==> src/design/pcr_pkg.sv <==
// constants and helpers for the port configuration and data registers
//
// Overview of operation
// direction bit one makes the pin an output, zero an input.
// after reset every pin is an input and nothing is driven.
// ports A, B, C, F drive when direction or logic-array enable is one.
// port D direction register keeps only its four low bits.
// drive bit one selects open-drain where capable; default push-pull.
// drive bit one selects fast slew where offered; default slow.
// open-drain on A, B, E, G, D[3:0]; slew on C, F; D[7:4] unused.
// pin level register returns live pin levels, not the latch.
// output latch stores writes, reads back, drives only when enabled.
// ports A, B cell access reads cell flops, writes unmasked bits.
// each load-block bit one stops bus loads into its cell; resets zero.
// input cells of A, B, C store inputs, feed array, read back.
// driver status on A, B, C, F reads one per driven pin.
// A pins carry A-group cells, B pins B-group, selects to C or F.
// each configuration bit acts only on the pin of the same position.
// control, direction and drive registers reset to zero.
// on E, F, G control bit one gives address output mode.
// writes to read-only locations change nothing.
// each register is eight bits, reached by plain reads and writes.
package pcr_pkg;

  localparam int NUM_PORTS = 7;
  localparam int PORT_W = 8;

  // port numbers, also the high address nibble
  localparam logic [3:0] PORT_A = 4'h0;
  localparam logic [3:0] PORT_B = 4'h1;
  localparam logic [3:0] PORT_C = 4'h2;
  localparam logic [3:0] PORT_D = 4'h3;
  localparam logic [3:0] PORT_E = 4'h4;
  localparam logic [3:0] PORT_F = 4'h5;
  localparam logic [3:0] PORT_G = 4'h6;

  // register index within a port, the low address nibble
  localparam logic [3:0] REG_PIN_LEVEL = 4'h0;
  localparam logic [3:0] REG_CONTROL = 4'h2;
  localparam logic [3:0] REG_OUT_LATCH = 4'h4;
  localparam logic [3:0] REG_DIR = 4'h6;
  localparam logic [3:0] REG_DRIVER = 4'h8;
  localparam logic [3:0] REG_CELL_ACCESS = 4'hA;
  localparam logic [3:0] REG_LOAD_BLOCK = 4'hC;
  localparam logic [3:0] REG_IN_CELL = 4'hE;
  localparam logic [3:0] REG_DRV_STATUS = 4'hF;

  localparam logic [7:0] REG_RESET = 8'h00;
  localparam logic [7:0] FULL_MASK = 8'hFF;
  localparam logic [7:0] PORT_D_MASK = 8'h0F;

  // implemented pin bits of a port
  function automatic logic [7:0] port_mask(input logic [3:0] p);
    return (p == PORT_D) ? PORT_D_MASK : FULL_MASK;
  endfunction

  // ports whose direction also follows the logic-array enable term
  function automatic logic has_array_oe(input logic [3:0] p);
    return (p == PORT_A) || (p == PORT_B) || (p == PORT_C) ||
           (p == PORT_F);
  endfunction

  // ports whose drive bits select slew rather than open-drain
  function automatic logic is_slew_port(input logic [3:0] p);
    return (p == PORT_C) || (p == PORT_F);
  endfunction

endpackage

==> src/design/pcr_port_regs.sv <==
// configuration and data registers of the seven i/o ports
`timescale 1ns/1ps
module pcr_port_regs
  import pcr_pkg::*;
(
  input wire logic clk_i,
  input wire logic rst_n_i,
  // microcontroller register access
  input wire logic bus_cs_i,
  input wire logic bus_wr_i,
  input wire logic bus_rd_i,
  input wire logic [7:0] bus_addr_i,
  input wire logic [7:0] bus_wdata_i,
  output logic [7:0] bus_rdata_o,
  // pins, one byte per port, A in index 0 up to G in index 6
  input wire logic [6:0][7:0] port_pins_i,
  output logic [6:0][7:0] pin_out_o,
  output logic [6:0][7:0] pin_oe_o,
  output logic [6:0][7:0] fast_slew_o,
  // logic array side
  input wire logic [6:0][7:0] array_oe_i,
  input wire logic [7:0] cell_route_a_i,
  input wire logic [7:0] cell_route_b_i,
  input wire logic [7:0] external_chip_selects_i,
  input wire logic ecs_to_c_i,
  input wire logic ecs_to_f_i,
  input wire logic [15:0] cell_load_i,
  input wire logic [15:0] cell_next_i,
  input wire logic [2:0] in_cell_capture_i,
  input wire logic [2:0][7:0] address_out_i,
  output logic [7:0] a_group_output_cells_o,
  output logic [7:0] b_group_output_cells_o,
  output logic [2:0][7:0] input_logic_cell_o
);

  // software registers, one byte per port
  logic [7:0] pin_dir_select [NUM_PORTS];
  logic [7:0] pin_driver_style [NUM_PORTS];
  logic [7:0] pin_output_latch [NUM_PORTS];
  logic [7:0] port_setup_control [NUM_PORTS];
  logic [15:0] logic_cell_load_block;
  logic [2:0][7:0] in_cells;
  logic [15:0] output_logic_cell;
  logic [6:0][7:0] driver_active;
  logic [6:0][7:0] pin_data;

  // address split: port in the high nibble, register in the low one
  wire logic [3:0] sel_port = bus_addr_i[7:4];
  wire logic [3:0] sel_reg = bus_addr_i[3:0];
  wire logic port_ok = sel_port < 4'(NUM_PORTS);
  wire logic wr_go = bus_cs_i & bus_wr_i & port_ok;
  wire logic rd_go = bus_cs_i & bus_rd_i & port_ok;
  wire logic [7:0] sel_mask = port_mask(sel_port);

  // per-register write strobes; read-only indexes have none
  wire logic we_dir = wr_go & (sel_reg == REG_DIR);
  wire logic we_drv = wr_go & (sel_reg == REG_DRIVER);
  wire logic we_latch = wr_go & (sel_reg == REG_OUT_LATCH);
  wire logic ctrl_port =
    (sel_port == PORT_E) | (sel_port == PORT_F) | (sel_port == PORT_G);
  wire logic we_ctrl = wr_go & (sel_reg == REG_CONTROL) & ctrl_port;
  wire logic cell_port = (sel_port == PORT_A) | (sel_port == PORT_B);
  wire logic we_cell = wr_go & (sel_reg == REG_CELL_ACCESS) & cell_port;
  wire logic we_block = wr_go & (sel_reg == REG_LOAD_BLOCK) & cell_port;

  // bus load strobes for the sixteen cells, A group in the low byte
  wire logic [15:0] cell_we = {{8{we_cell & (sel_port == PORT_B)}},
                               {8{we_cell & (sel_port == PORT_A)}}};
  wire logic [15:0] cell_wdata = {bus_wdata_i, bus_wdata_i};

  // configuration registers, power up cleared
  always_ff @(posedge clk_i or negedge rst_n_i)
  begin
    if (!rst_n_i)
    begin
      for (int p = 0; p < NUM_PORTS; p++)
      begin
        pin_dir_select[p] <= REG_RESET;
        pin_driver_style[p] <= REG_RESET;
        port_setup_control[p] <= REG_RESET;
      end
    end
    else
    begin
      // port D keeps only its low four bits
      if (we_dir)
        pin_dir_select[sel_port[2:0]] <= bus_wdata_i & sel_mask;
      if (we_drv)
        pin_driver_style[sel_port[2:0]] <= bus_wdata_i & sel_mask;
      if (we_ctrl)
        port_setup_control[sel_port[2:0]] <= bus_wdata_i;
    end
  end

  // output latches
  always_ff @(posedge clk_i or negedge rst_n_i)
  begin
    if (!rst_n_i)
    begin
      for (int p = 0; p < NUM_PORTS; p++)
        pin_output_latch[p] <= REG_RESET;
    end
    else if (we_latch)
      pin_output_latch[sel_port[2:0]] <= bus_wdata_i & sel_mask;
  end

  // load-block mask for the output cells, unblocked after reset
  always_ff @(posedge clk_i or negedge rst_n_i)
  begin
    if (!rst_n_i)
      logic_cell_load_block <= 16'h0000;
    else if (we_block && sel_port == PORT_A)
      logic_cell_load_block[7:0] <= bus_wdata_i;
    else if (we_block && sel_port == PORT_B)
      logic_cell_load_block[15:8] <= bus_wdata_i;
  end

  // output logic cells of ports A and B
  pcr_out_cells #(
    .W(16)
  ) u_cells (
    .clk_i(clk_i),
    .rst_n_i(rst_n_i),
    .bus_we_i(cell_we),
    .bus_data_i(cell_wdata),
    .block_i(logic_cell_load_block),
    .array_load_i(cell_load_i),
    .array_next_i(cell_next_i),
    .cells_o(output_logic_cell)
  );

  assign a_group_output_cells_o = output_logic_cell[7:0];
  assign b_group_output_cells_o = output_logic_cell[15:8];

  // input cells of ports A, B, C store pin levels on the capture strobe
  always_ff @(posedge clk_i or negedge rst_n_i)
  begin
    if (!rst_n_i)
      in_cells <= '0;
    else
    begin
      for (int c = 0; c < 3; c++)
        if (in_cell_capture_i[c])
          in_cells[c] <= port_pins_i[c];
    end
  end

  assign input_logic_cell_o = in_cells;

  // data source per pin: latch, cell, chip select or address
  always_comb
  begin
    for (int p = 0; p < NUM_PORTS; p++)
      pin_data[p] = pin_output_latch[p];
    // A pins may carry A-group cells, B pins B-group cells
    pin_data[0] = (cell_route_a_i & output_logic_cell[7:0]) |
                  (~cell_route_a_i & pin_output_latch[0]);
    pin_data[1] = (cell_route_b_i & output_logic_cell[15:8]) |
                  (~cell_route_b_i & pin_output_latch[1]);
    // external chip selects reach C, F or both
    if (ecs_to_c_i)
      pin_data[2] = external_chip_selects_i;
    if (ecs_to_f_i)
      pin_data[5] = external_chip_selects_i;
    // address output mode on E, F, G pins whose control bit is one
    for (int g = 0; g < 3; g++)
      pin_data[4 + g] = (port_setup_control[4 + g] & address_out_i[g]) |
                        (~port_setup_control[4 + g] & pin_data[4 + g]);
  end

  // one driver slice per port
  for (genvar p = 0; p < NUM_PORTS; p++)
  begin : g_port
    pcr_pin_drive #(
      .PORT(4'(p))
    ) u_drive (
      .dir_i(pin_dir_select[p]),
      .array_oe_i(array_oe_i[p]),
      .data_i(pin_data[p]),
      .style_i(pin_driver_style[p]),
      .pin_out_o(pin_out_o[p]),
      .pin_oe_o(pin_oe_o[p]),
      .fast_slew_o(fast_slew_o[p]),
      .active_o(driver_active[p])
    );
  end

  // read selection for the addressed register
  logic [7:0] rd_value;
  always_comb
  begin
    rd_value = 8'h00;
    case (sel_reg)
      REG_PIN_LEVEL:
        rd_value = port_pins_i[sel_port[2:0]] & sel_mask;
      REG_CONTROL:
        rd_value = ctrl_port ? port_setup_control[sel_port[2:0]] : 8'h00;
      REG_OUT_LATCH:
        rd_value = pin_output_latch[sel_port[2:0]];
      REG_DIR:
        rd_value = pin_dir_select[sel_port[2:0]];
      REG_DRIVER:
        rd_value = pin_driver_style[sel_port[2:0]];
      REG_CELL_ACCESS:
        if (sel_port == PORT_A)
          rd_value = output_logic_cell[7:0];
        else if (sel_port == PORT_B)
          rd_value = output_logic_cell[15:8];
      REG_LOAD_BLOCK:
        if (sel_port == PORT_A)
          rd_value = logic_cell_load_block[7:0];
        else if (sel_port == PORT_B)
          rd_value = logic_cell_load_block[15:8];
      REG_IN_CELL:
        if (sel_port <= PORT_C)
          rd_value = in_cells[sel_port[1:0]];
      REG_DRV_STATUS:
        if (has_array_oe(sel_port))
          rd_value = driver_active[sel_port[2:0]];
      default:
        rd_value = 8'h00;
    endcase
  end

  // read data register, holds the last value read
  always_ff @(posedge clk_i or negedge rst_n_i)
  begin
    if (!rst_n_i)
      bus_rdata_o <= REG_RESET;
    else if (rd_go)
      bus_rdata_o <= rd_value;
  end

  // read-only indexes (pin level, input cell, driver status) have no
  // write strobe above, so writes there leave every flop untouched

endmodule // pcr_port_regs

==> src/design/pcr_pin_drive.sv <==
// pin driver of one port: direction, enable term and driver style
`timescale 1ns/1ps
module pcr_pin_drive
  import pcr_pkg::*;
#(
  parameter logic [3:0] PORT = 4'h0
)
(
  input wire logic [7:0] dir_i,
  input wire logic [7:0] array_oe_i,
  input wire logic [7:0] data_i,
  input wire logic [7:0] style_i,
  output logic [7:0] pin_out_o,
  output logic [7:0] pin_oe_o,
  output logic [7:0] fast_slew_o,
  output logic [7:0] active_o
);

  localparam logic [7:0] MASK = port_mask(PORT);
  localparam logic USE_OE = has_array_oe(PORT);
  localparam logic SLEW = is_slew_port(PORT);

  wire logic [7:0] oe_term = USE_OE ? array_oe_i : 8'h00;
  wire logic [7:0] open_drain = SLEW ? 8'h00 : (style_i & MASK);

  // driver enabled from direction or array term, bit for bit
  assign active_o = (dir_i | oe_term) & MASK;
  // open-drain pins only pull low and float for a one
  assign pin_oe_o = active_o & ~(open_drain & data_i);
  assign pin_out_o = data_i & ~open_drain & MASK;
  assign fast_slew_o = SLEW ? style_i : 8'h00;

endmodule // pcr_pin_drive

==> src/design/pcr_out_cells.sv <==
// output logic cell flip-flops with bus load and load blocking
`timescale 1ns/1ps
module pcr_out_cells
  import pcr_pkg::*;
#(
  parameter int W = 16
)
(
  input wire logic clk_i,
  input wire logic rst_n_i,
  input wire logic [W-1:0] bus_we_i,
  input wire logic [W-1:0] bus_data_i,
  input wire logic [W-1:0] block_i,
  input wire logic [W-1:0] array_load_i,
  input wire logic [W-1:0] array_next_i,
  output logic [W-1:0] cells_o
);

  // a bus load only reaches cells whose block bit is clear
  wire logic [W-1:0] bus_load = bus_we_i & ~block_i;
  wire logic [W-1:0] next_cells =
    (bus_load & bus_data_i) |
    (~bus_load & array_load_i & array_next_i) |
    (~bus_load & ~array_load_i & cells_o);

  // cell flops, bus load wins over the array update
  always_ff @(posedge clk_i or negedge rst_n_i)
  begin
    if (!rst_n_i)
      cells_o <= '0;
    else
      cells_o <= next_cells;
  end

endmodule // pcr_out_cells

==> config.mk <==
export PLATFORM = sky130hd
export DESIGN_NAME = pcr_port_regs
export DESIGN_NICKNAME = d
export VERILOG_FILES = /design/src/design/pcr_pkg.sv /design/src/design/pcr_port_regs.sv /design/src/design/pcr_pin_drive.sv /design/src/design/pcr_out_cells.sv
export SDC_FILE = /design/constraint.sdc
export NUM_CORES = 1
export LEC_CHECK = 0
export BUFFER_PORTS_ARGS = -buffer_cell sky130_fd_sc_hd__buf_4
export CAP_MARGIN = 15
export CORE_MARGIN = 2
export CORE_UTILIZATION = 45
export CTS_BUF_LIST = sky130_fd_sc_hd__clkbuf_8
export DETAILED_ROUTE_END_ITERATION = 7
export PLACE_DENSITY_LB_ADDON = 0.15
export REMOVE_ABC_BUFFERS = 1
export SLEW_MARGIN = 20
export SYNTH_ARGS = -nofsm -noshare
export SYNTH_HDL_FRONTEND = slang
export SYNTH_HIERARCHICAL = 1
export SYNTH_SLANG_ARGS = --single-unit
==> constraint.sdc <==
create_clock -name clk_i -period 3.46 [get_ports clk_i]
set_input_delay 0.692 -clock clk_i [delete_from_list [all_inputs] [get_ports clk_i]]
set_output_delay 0.692 -clock clk_i [all_outputs]
set_load 0.01 [all_outputs]
# Word level (Yosys, flattened, before mapping)
# Cells that the tools add are included.
# classes
addsub	0
mul	0
n_div	0
magnitude_cmp	6
eq_ne	14
shift	0
n_mux	35
bitwise	82
reduce_logical	9
# ops
op	n
$bwmux 56	4
$and 8x8->8	24
$mux 8	22
$bmux 8 s3	6
$not 8->8	14
$and 16x16->16	6
$or 8x8->8	9
$pmux 8 s9	1
$not 16->16	3
$or 16x16->16	2
$demux 8 s3	1
$eq 4x3->1 const B	5
$eq 4x4->1 const B	5
$and 4x8->8	2
$bmux 8 s2	1
$and 1x1->1	15
$eq 4x2->1 const B	3
$logic_not 4->1	2
$and 4x4->4	1
$eq 4x1->1 const B	1
$ge 4x4->1 const B	1
$le 4x2->1 const B	1
$lt 3x4->1 const B	1
$lt 4x1->1 const B	1
other kinds (9)	15
# totals
register_bits	288
latchBits	0
ramBits	0
romBits	0
inputBits	218
output_inout_bits	216
elab_cells	181
n_memories	0

# Longest topological paths before layout
# Gate-level depths: netlist of the first run.
# depth
depth_word	11
ltp_mapped	10
ltp_nobuf	7

# By module
# The synthesis of the first run kept the hierarchy.
# modules_own_cells
module	n_inst	cells_each	area_each_um2	seq_area_each_um2
pcr_port_regs	1	1025	12987.5	6005.8
pcr_pin_drive (g_port[0].u_drive ...)	4	33	234.0	0.0
pcr_out_cells	1	64	920.9	400.4
pcr_pin_drive (g_port[2].u_drive ...)	2	32	230.2	0.0
pcr_pin_drive (g_port[3].u_drive)	1	33	239.0	0.0

# Worst setup path after synthesis of the first run
# No wires, ideal clock.
# synth_path
path_kind	input-to-reg
start	input port bus_addr_i[5]
end	register pin_output_latch[16] (netlist bit)
setup_ns	0.125
arrival_ns	2.293
t_required_ns	3.335
slack_ns	1.042
path_stages	8
path_buffers	4
cell_sequence	buf_4 buf_6 buf_4 buf_4 nor2_1 nand2_1 nor2_2 mux2_2
# synth_via
elab_chain_len	6
elab_cells_between_ends	10
cone_classes	order compare: 3; mux: 3; bitwise: 3; reduce/logical: 1
# synth_lines
element	line_no	rtl
start, declared	pcr_port_regs.sv:12	input wire logic [7:0] bus_addr_i,
$not 3->4 (implied by the code)	pcr_port_regs.sv:104	pin_output_latch[sel_port[2:0]] <= bus_wdata_i & sel_mask;
$ge 4x4->1 (implied by the code) or $lt 4x1->1 (tied branches)	pcr_port_regs.sv:104	
$logic_and 1x1->1 (implied by the code)	pcr_port_regs.sv:104	
$mux 8 (implied by the code)	pcr_port_regs.sv:104	
$demux 8 s3	pcr_port_regs.sv:104	
$bwmux 56	pcr_port_regs.sv:104	
end signal, assigned by index	pcr_port_regs.sv:104	
end, declared	pcr_port_regs.sv:39	logic [7:0] pin_output_latch [NUM_PORTS];
# Several ways; a longest one is shown, not always the timed one.
# A chain may end at the register's enable or synchronous reset.

==> metrics, run 1 <==
hold buffers post-CTS=0; ordered cell list for the critical path=mux2_2, a2bb2oi_1, buf_4; Setup violations, final=0; Critical Path End Type=output pin; # resized after CTS=0; worst-path maximum fanout=4; die area=35770 µm²; Setup TNS=0 ns; chip width=189.1 µm; Crit Path Class=reg2out; row cnt=between 60 and 70; die height=roughly 190 µm; CP Data Required Time=~2.8 ns; Max IR drop VDD=0.2781 mV; number of nets in the layout=between 1500 and 2000; Arr. time, crit path=2.03 ns; pin count of the biggest net entering global routing=72; synthesized area=around 15000 µm²; cells after synthesis=1302; routed vias/inst=5.726; first-pass GRT wire length=approximately 81000 µm; DR vias=12134; period utilisation layout=0.7864; cell area power density=379.3 nW/µm²; status=finished, final reports clean; CP bufs+invs=1; max_slew headroom=0.4205; DRC errors left=0; dpl ws=0.4214 ns; Worst-path clk slew=~0.060 ns; core region area=~34000 µm²; Final Max Tran Viols=0; Crit path max-delay family=compound AO/OA/AOI/OAI gates; initial core utilization=0.4588; fmax=0.3675 GHz; GRT overflow=0; RePlAce Congestion=approximately 0.9; routed wire length=56170 µm; setup bufs post-CTS=0; worst skew pair latency=just under 0.6 ns; RSZ-0062 raised after global routing=false; skew final=0.02611 ns; Port Buf Inserts=361; Startpoint Class=register; total track usage=0.3078; clk buf depth=3; Tightest Pin Transition=0.8692 ns; root buf cell=clkbuf_8; CTS Sinks=about 260; share of layout cells above drive strength 1=0.4901; Register Area=between 6000 and 7000 µm²; multi-input logic area=8043 µm²; DP HPWL=43160 µm; worst setup margin=0.7390 ns; crit path max-delay cell type=a2bb2oi_1; synth warn=6; TritonCTS clock tree=done; synthesized area per cell=~12 µm²; max incr delay on CP=between 0.4 and 0.5 ns; antenna violations before repair=3; CTS H-tree depth=2; ANT cells=0; CTS buffer count=45; area delta synth->final=24.02%; Routed Antenna Nets=0; post-layout min period=2.721 ns; Pre-antenna DRT Iters=5; Final Hold Viols=0; number of global-route vias before repair=12212; drt initial violations=approximately 800; I/O pins=434; Pleak=9.448 nW; worst min-delay path category=in2async; FILL cells=2953; WL/cell=26.51 µm; max cap viols=0
metal layers:
| metal | GRT usage | wire [µm] |
|---|---|---|
| met1 | 0.4072 | 22810 |
| met3 | 0.05561 | 4381 |
| met2 | 0.5023 | 26730 |
| met5 | 0 | 0 |
| met4 | 0.1211 | 2248 |
worst register-to-register path: cells and delay by family, from the launching register on:
| family | cells | cell delay (ns) |
|---|---|---|
| compound gates | 4 | 0.77 |
| simple gates | 2 | 0.65 |
| flops | 1 | 0.41 |
| mux | 1 | 0.15 |
final timing paths:
check	startpoint	end	slack (ns)	cells after the start
hold reg to reg	pin_driver_style[29]	pin_driver_style[29]	0.50	1
min in group clk_i	port_pins_i[3]	input_logic_cell_o[3]	0.36	2
setup reg to reg	pin_dir_select[14]	bus_rdata_o[6]	1.37	7
max in group asynchronous	rst_n_i	pin_dir_select[8]	2.46	2
hold / removal	rst_n_i	port_setup_control[17]	0.08	1
setup / recovery	u_cells/cells_o[0]	pin_oe_o[0]	0.74	3
power by group:
part	internal (mW)	switching, mW
Sequential	3.09	0.119
Combinational	0.580	0.621
Clock	1.53	1.31
layout make-up:
class	instances	share of cell area
inverters	1	0.0001962
clock inverters	21	0.006934
flip-flops and latches	256	0.3349
clock buffers	56	0.04029
well taps	448	0.02930
multi-input cells	919	0.4205
repair buffers	418	0.1679
metrics by stage:
stage               hold WS, ns  std cells    util  total power [mW]  cell area (µm²)
detailed placement       0.4922       2042  0.5422             4.460            18230
finish                  0.07505       2119  0.5690             7.256            19130
global placement         0.4836       2042  0.5422             4.445            18230
CTS                     0.08782       2119  0.5690             7.287            19130
floorplan                0.3964       1176       -             3.682            14450
global route             0.1106       2119  0.5690             7.520            19130
placed cells by master (no fill, tap or decap), types with 39 or more instances in the layout:
cell / count
buf_4: 411
mux2_2: 261
dfrtp_1: 256
mux2i_1: 96
nor2b_1: 56
clkbuf_8: 56
nand2_1: 52
conb_1: 52
o21ai_0: 41
a21oi_1: 39
sequential cells by signal (all words and copies together) (netlist names):
name                   count
input_logic_cell_o        24
bus_rdata_o                8
u_cells/cells_o           16
pin_data                   8
port_setup_control        24
pin_output_latch          48
pin_dir_select            56
pin_driver_style          56
logic_cell_load_block     16
Note: power is estimated with default switching activity, not from simulation.
==> run 2, diff against run 1 <==
==> constraint.sdc (replaced) <==
create_clock -name clk_i -period 2.6 [get_ports clk_i]
set_input_delay 0.52 -clock clk_i [delete_from_list [all_inputs] [get_ports clk_i]]
set_output_delay 0.52 -clock clk_i [all_outputs]
set_load 0.01 [all_outputs]
==> run 2 against run 1 <==
Effect of this change:
- clock power grew 43%
- setup slack lost 0.66 ns
- first-iteration DRC count grew 5.8%
- largest power group unchanged
- critical path depth grew 1
- clock skew shrank 0.0025 ns
- sequential power grew 33%
==> metrics, run 2 (synthesis results as in run 1) <==
status=finished, final reports clean; drt initial violations=839 (+5.8%); WL/cell=25.76 µm (-2.8%); share of layout cells above drive strength 1=0.5138 (+0.02365); Pleak=9.874 nW (+4.5%); number of global-route vias before repair=12547 (+2.7%); core region area=33620 µm² (unchanged); routed vias/inst=5.640 (-1.5%); post-route design area=19980 µm² (+4.4%); hold buffers post-CTS=1 (+1); commonest non-fill, non-tap cell in the layout=buf_4; Reg2Reg Setup Slack=0.51 ns (-0.86 ns); fin cells=2194 (+3.5%); chip width=189.1 µm (unchanged); I/O pins=434 (unchanged); Final Util=0.5943 (+0.02531); DRC errors left=0 (unchanged); Startpoint Class=register; skew final=0.02361 ns (-0.002499 ns); Setup TNS=0 ns (unchanged); row cnt=67 (unchanged); RSZ-0062 raised after global routing=false; Arr. time, crit path=2.00 ns (-0.03 ns); number of nets in the layout=1928 (+3.7%); CTS buffer count=46 (+2.2%); Final Max Tran Viols=0 (unchanged); multi-input logic area=8043 µm² (unchanged); Final Hold Viols=0 (unchanged); die area=35770 µm² (unchanged); Setup violations, final=0 (unchanged); leading cell types in the layout, fill and taps excluded=buf_4 (458), mux2_2 (261), dfrtp_1 (256), mux2i_1 (96), clkbuf_8 (60); Routed Antenna Nets=0 (unchanged); RePlAce Congestion=0.9188 (about the same); DP Cell Count=2109 (+3.3%); clk buf depth=3 (unchanged); Max IR drop VDD=0.2800 mV (+0.70%); routed wire length=56520 µm (+0.62%); GRT overflow=0 (unchanged); Post-DP Area=18980 µm² (+4.1%); total track usage=0.3095 (+0.001730); first-pass GRT wire length=81070 µm (+0.37%); largest registers=pin_dir_select (56), pin_driver_style (56), pin_output_latch (48); Port Buf Inserts=361 (unchanged); R2R depth=6 (-1); worst skew pair latency=0.57 ns (-0.02 ns); Worst-path clk slew=0.06 ns (about the same); DR vias=12374 (+2.0%); Crit Path Class=reg2out; # resized after CTS=0 (unchanged); pin count of the biggest net entering global routing=86 (+19%); setup bufs post-CTS=0 (unchanged); die height=189.1 µm (unchanged); Pre-antenna DRT Iters=5 (unchanged); DP HPWL=43980 µm (+1.9%); CP Data Required Time=2.08 ns (-0.69 ns); max cap viols=0 (unchanged); worst min-delay path category=in2reg; Register Area=6406 µm² (unchanged); antenna violations before repair=4 (+1); post-layout min period=2.518 ns; root buf cell=clkbuf_8; FILL cells=2916 (-1.3%); period utilisation layout=0.9685; area delta synth->final=29.54%; cell area power density=499.0 nW/µm² (+32%); TritonCTS clock tree=done; hold depth=2; fmax=0.3971 GHz; worst-path maximum fanout=4 (unchanged); max_slew headroom=0.6328 (+0.2122); Tightest Pin Transition=0.5355 ns (-0.3337 ns); Critical Path End Type=output pin; CTS Sinks=256 (unchanged); initial core utilization=0.4588 (unchanged); CTS H-tree depth=2 (unchanged)
[run 2: path summary, 6_finish.rpt]
path	startpoint	endpoint
worst max-delay path	u_cells/cells_o[0]	pin_oe_o[0]
worst min-delay path	port_pins_i[8]	input_logic_cell_o[8]
worst max register to register	pin_driver_style[54]	bus_rdata_o[6]
worst min register to register	pin_dir_select[28]	pin_dir_select[28]
max in group asynchronous	rst_n_i	input_logic_cell_o[21]
min in group asynchronous	rst_n_i	pin_driver_style[18]
[run 2: worst max-delay path: stages, from the launching register on]
cell,delay (ns)
dfrtp_1,0.43
mux2_2,0.33
a2bb2oi_1,0.36
buf_4,0.21
buf_4,0.12
[run 2: area by class of cell]
cell class,instances,area share
flip-flops and latches,256,0.3206
multi-input cells,919,0.4026
diodes,4,0.0005010
well taps,448,0.02806
repair buffers,486,0.1990
clock inverters,20,0.007766
inverters,1,0.0001879
clock buffers,60,0.04133
[run 2: where the power goes]
part	internal, mW	switching, mW	total [mW]
clock	2.28	1.77	4.05
sequential	4.12	0.160	4.28
combinational	0.809	0.836	1.64
total	7.20	2.77	9.97
[run 2: metrics by stage]
| stage | setup slack [ns] | total power [mW] | hold slack (ns) |
|---|---|---|---|
| final | 0.08192 | 9.970 | 0.1969 |
| after global routing | 0.08912 | 10.33 | 0.1829 |
| after CTS | 0.09902 | 10.01 | 0.1774 |
| after detailed placement | 0.01510 | 5.980 | 0.3952 |
| after global placement | 0.04879 | 5.956 | 0.3908 |
| after floorplan | -0.6430 | 4.900 | 0.2244 |
[run 2: metal layers]
layer,wire [µm],part of all wire,track usage,up-vias
met3,5029,0.089,0.07766,127
met5,0,0,0,-
met2,26130,0.46,0.4914,603
li1,-,-,-,5436
met4,2679,0.047,0.1415,0
met1,22670,0.40,0.3992,6208
==> run 3, diff against run 2 <==
--- a/config.mk
+++ b/config.mk
@@ -11,7 +11,7 @@
 export CORE_UTILIZATION = 45
 export CTS_BUF_LIST = sky130_fd_sc_hd__clkbuf_8
 export DETAILED_ROUTE_END_ITERATION = 7
-export PLACE_DENSITY_LB_ADDON = 0.15
+export PLACE_DENSITY = 0.75
 export REMOVE_ABC_BUFFERS = 1
 export SLEW_MARGIN = 20
 export SYNTH_ARGS = -nofsm -noshare
==> run 3 against run 2 <==
Effect of this change:
- sequential power hardly changed
- clock power is 5.9% lower
- critical endpoint is now pin_out_o[0]
- design area down 0.22%
- die area did not move
- utilization shrank 0.13 points
- sequential share of layout area increased by 0.070 points
- combinational power about the same
- non-clock buffer count grew 3
- sequential cell count stayed put
- wire length decreased by 0.61%
==> metrics, run 3 (synthesis results as in run 1) <==
Routed Antenna Nets=0 (unchanged); Port Buf Inserts=361 (unchanged); period utilisation layout=0.9052 (-0.06326); worst-path maximum fanout=4 (unchanged); number of nets in the layout=1929 (+0.052%); largest registers=pin_dir_select (56), pin_driver_style (56), pin_output_latch (48); Final Max Tran Viols=0 (unchanged); DP HPWL=44180 µm (+0.45%); antenna violations before repair=1 (-3); total track usage=0.3085 (-0.001030); DP Cell Count=2112 (+0.14%); worst min-delay path category=in2reg; fin cells=2192 (-0.091%); share of layout cells above drive strength 1=0.5123 (-0.001442); # resized after CTS=0 (unchanged); drt initial violations=953 (+14%); row cnt=67 (unchanged); die area=35770 µm² (unchanged); cell area power density=488.3 nW/µm² (-2.2%); clk buf depth=3 (unchanged); commonest non-fill, non-tap cell in the layout=buf_4; routed wire length=56170 µm (-0.61%); root buf cell=clkbuf_8; post-layout min period=2.354 ns (-0.1645 ns); routed vias/inst=5.694 (+0.96%); CTS buffer count=44 (-4.3%); Pre-antenna DRT Iters=5 (unchanged); Final Hold Viols=0 (unchanged); Max IR drop VDD=0.2938 mV (+4.9%); final hold slack=0.2036 ns (+0.006663 ns); Pleak=9.852 nW (-0.22%); max cap viols=0 (unchanged); pin count of the biggest net entering global routing=67 (-22%); Arr. time, crit path=1.83 ns (-0.17 ns); skew final=0.01755 ns (-0.006061 ns); RePlAce Congestion=0.9409 (+2.4%); TritonCTS clock tree=done; CTS H-tree depth=2 (unchanged); chip width=189.1 µm (unchanged); core region area=33620 µm² (unchanged); initial core utilization=0.4588 (unchanged); fmax=0.4249 GHz (+7.0%); max_slew headroom=0.4423 (-0.1905); Worst-path clk slew=0.06 ns (about the same); Setup violations, final=0 (unchanged); CTS Sinks=256 (unchanged); I/O pins=434 (unchanged); die height=189.1 µm (unchanged); number of global-route vias before repair=12651 (+0.83%); overall power=9.733 mW (-2.4%); RSZ-0062 raised after global routing=false; leading cell types in the layout, fill and taps excluded=buf_4 (461), mux2_2 (261), dfrtp_1 (256), mux2i_1 (96), clkbuf_8 (59); DRC errors left=0 (unchanged); worst skew pair latency=0.56 ns (about the same); Reg2Reg Setup Slack=0.55 ns (+0.04 ns); Startpoint Class=register; Tightest Pin Transition=0.8349 ns (+0.2993 ns); area delta synth->final=29.25%; Crit Path Class=reg2out; DR vias=12482 (+0.87%); status=finished, final reports clean; GRT overflow=0 (unchanged); first-pass GRT wire length=81500 µm (+0.53%); Critical Path End Type=output pin; FILL cells=2804 (-3.8%); WL/cell=25.62 µm (-0.52%); CP Data Required Time=2.08 ns (about the same)
-- run 3: layer usage --
metal	global-route usage	wire length (µm)	vias to the layer above	share of wire
met5	0	15	-	0.00027
met4	0.1307	2436	2	0.043
met3	0.06432	4933	128	0.088
met2	0.5041	26690	660	0.48
met1	0.3982	22090	6259	0.39
li1	-	-	5433	-
-- run 3: final timing paths --
check,from,cells past startpoint,end
worst max-delay path,u_cells/cells_o[0],3,pin_out_o[0]
worst min-delay path,port_pins_i[21],2,input_logic_cell_o[21]
worst max register to register,pin_driver_style[54],6,bus_rdata_o[6]
worst min register to register,pin_dir_select[30],1,pin_dir_select[30]
max in group asynchronous,rst_n_i,3,port_setup_control[9]
min in group asynchronous,rst_n_i,2,pin_driver_style[17]
-- run 3: cell type report --
| class | count | area [µm²] | area share |
|---|---|---|---|
| Timing Repair Buffer | 489 | 3998 | 0.2005 |
| Multi-Input combinational cell | 919 | 8043 | 0.4034 |
| Antenna cell | 1 | 2.502 | 0.0001255 |
| Clock buffer | 59 | 812.0 | 0.04073 |
| Inverter | 1 | 3.754 | 0.0001883 |
| Tap cell | 448 | 560.5 | 0.02812 |
| Sequential cell | 256 | 6406 | 0.3213 |
| Clock inverter | 19 | 110.1 | 0.005523 |
-- run 3: power by group --
group / internal (mW) / switching, mW
sequential: 4.12 / 0.167
clock: 2.12 / 1.69
combinational: 0.812 / 0.833
total: 7.05 / 2.69
-- run 3: stage by stage --
stage	worst slack, ns	setup TNS, ns	util	cell area (µm²)
2_1_floorplan	-0.6430	-24.74	-	14450
4_1_cts	0.1694	0	0.5930	19930
3_5_place_dp	-0.003742	-0.003742	0.5652	19000
6_report	0.2464	0	0.5930	19940
5_1_grt	0.1666	0	0.5930	19930
3_3_place_gp	-0.01230	-0.01230	0.5652	19000
-- run 3: critical path: stages, from the launching register on --
cell	delay [ns]
dfrtp_1	0.43
mux2_2	0.26
nor2b_1	0.39
buf_4	0.20
-- run 3: timing repair --
action / CTS / global route
endpoints found under the hold margin: 49 / 0
hold buffers: 1 / 0
endpoints found under the setup margin: 0 / 0
setup buffers: 0 / 0
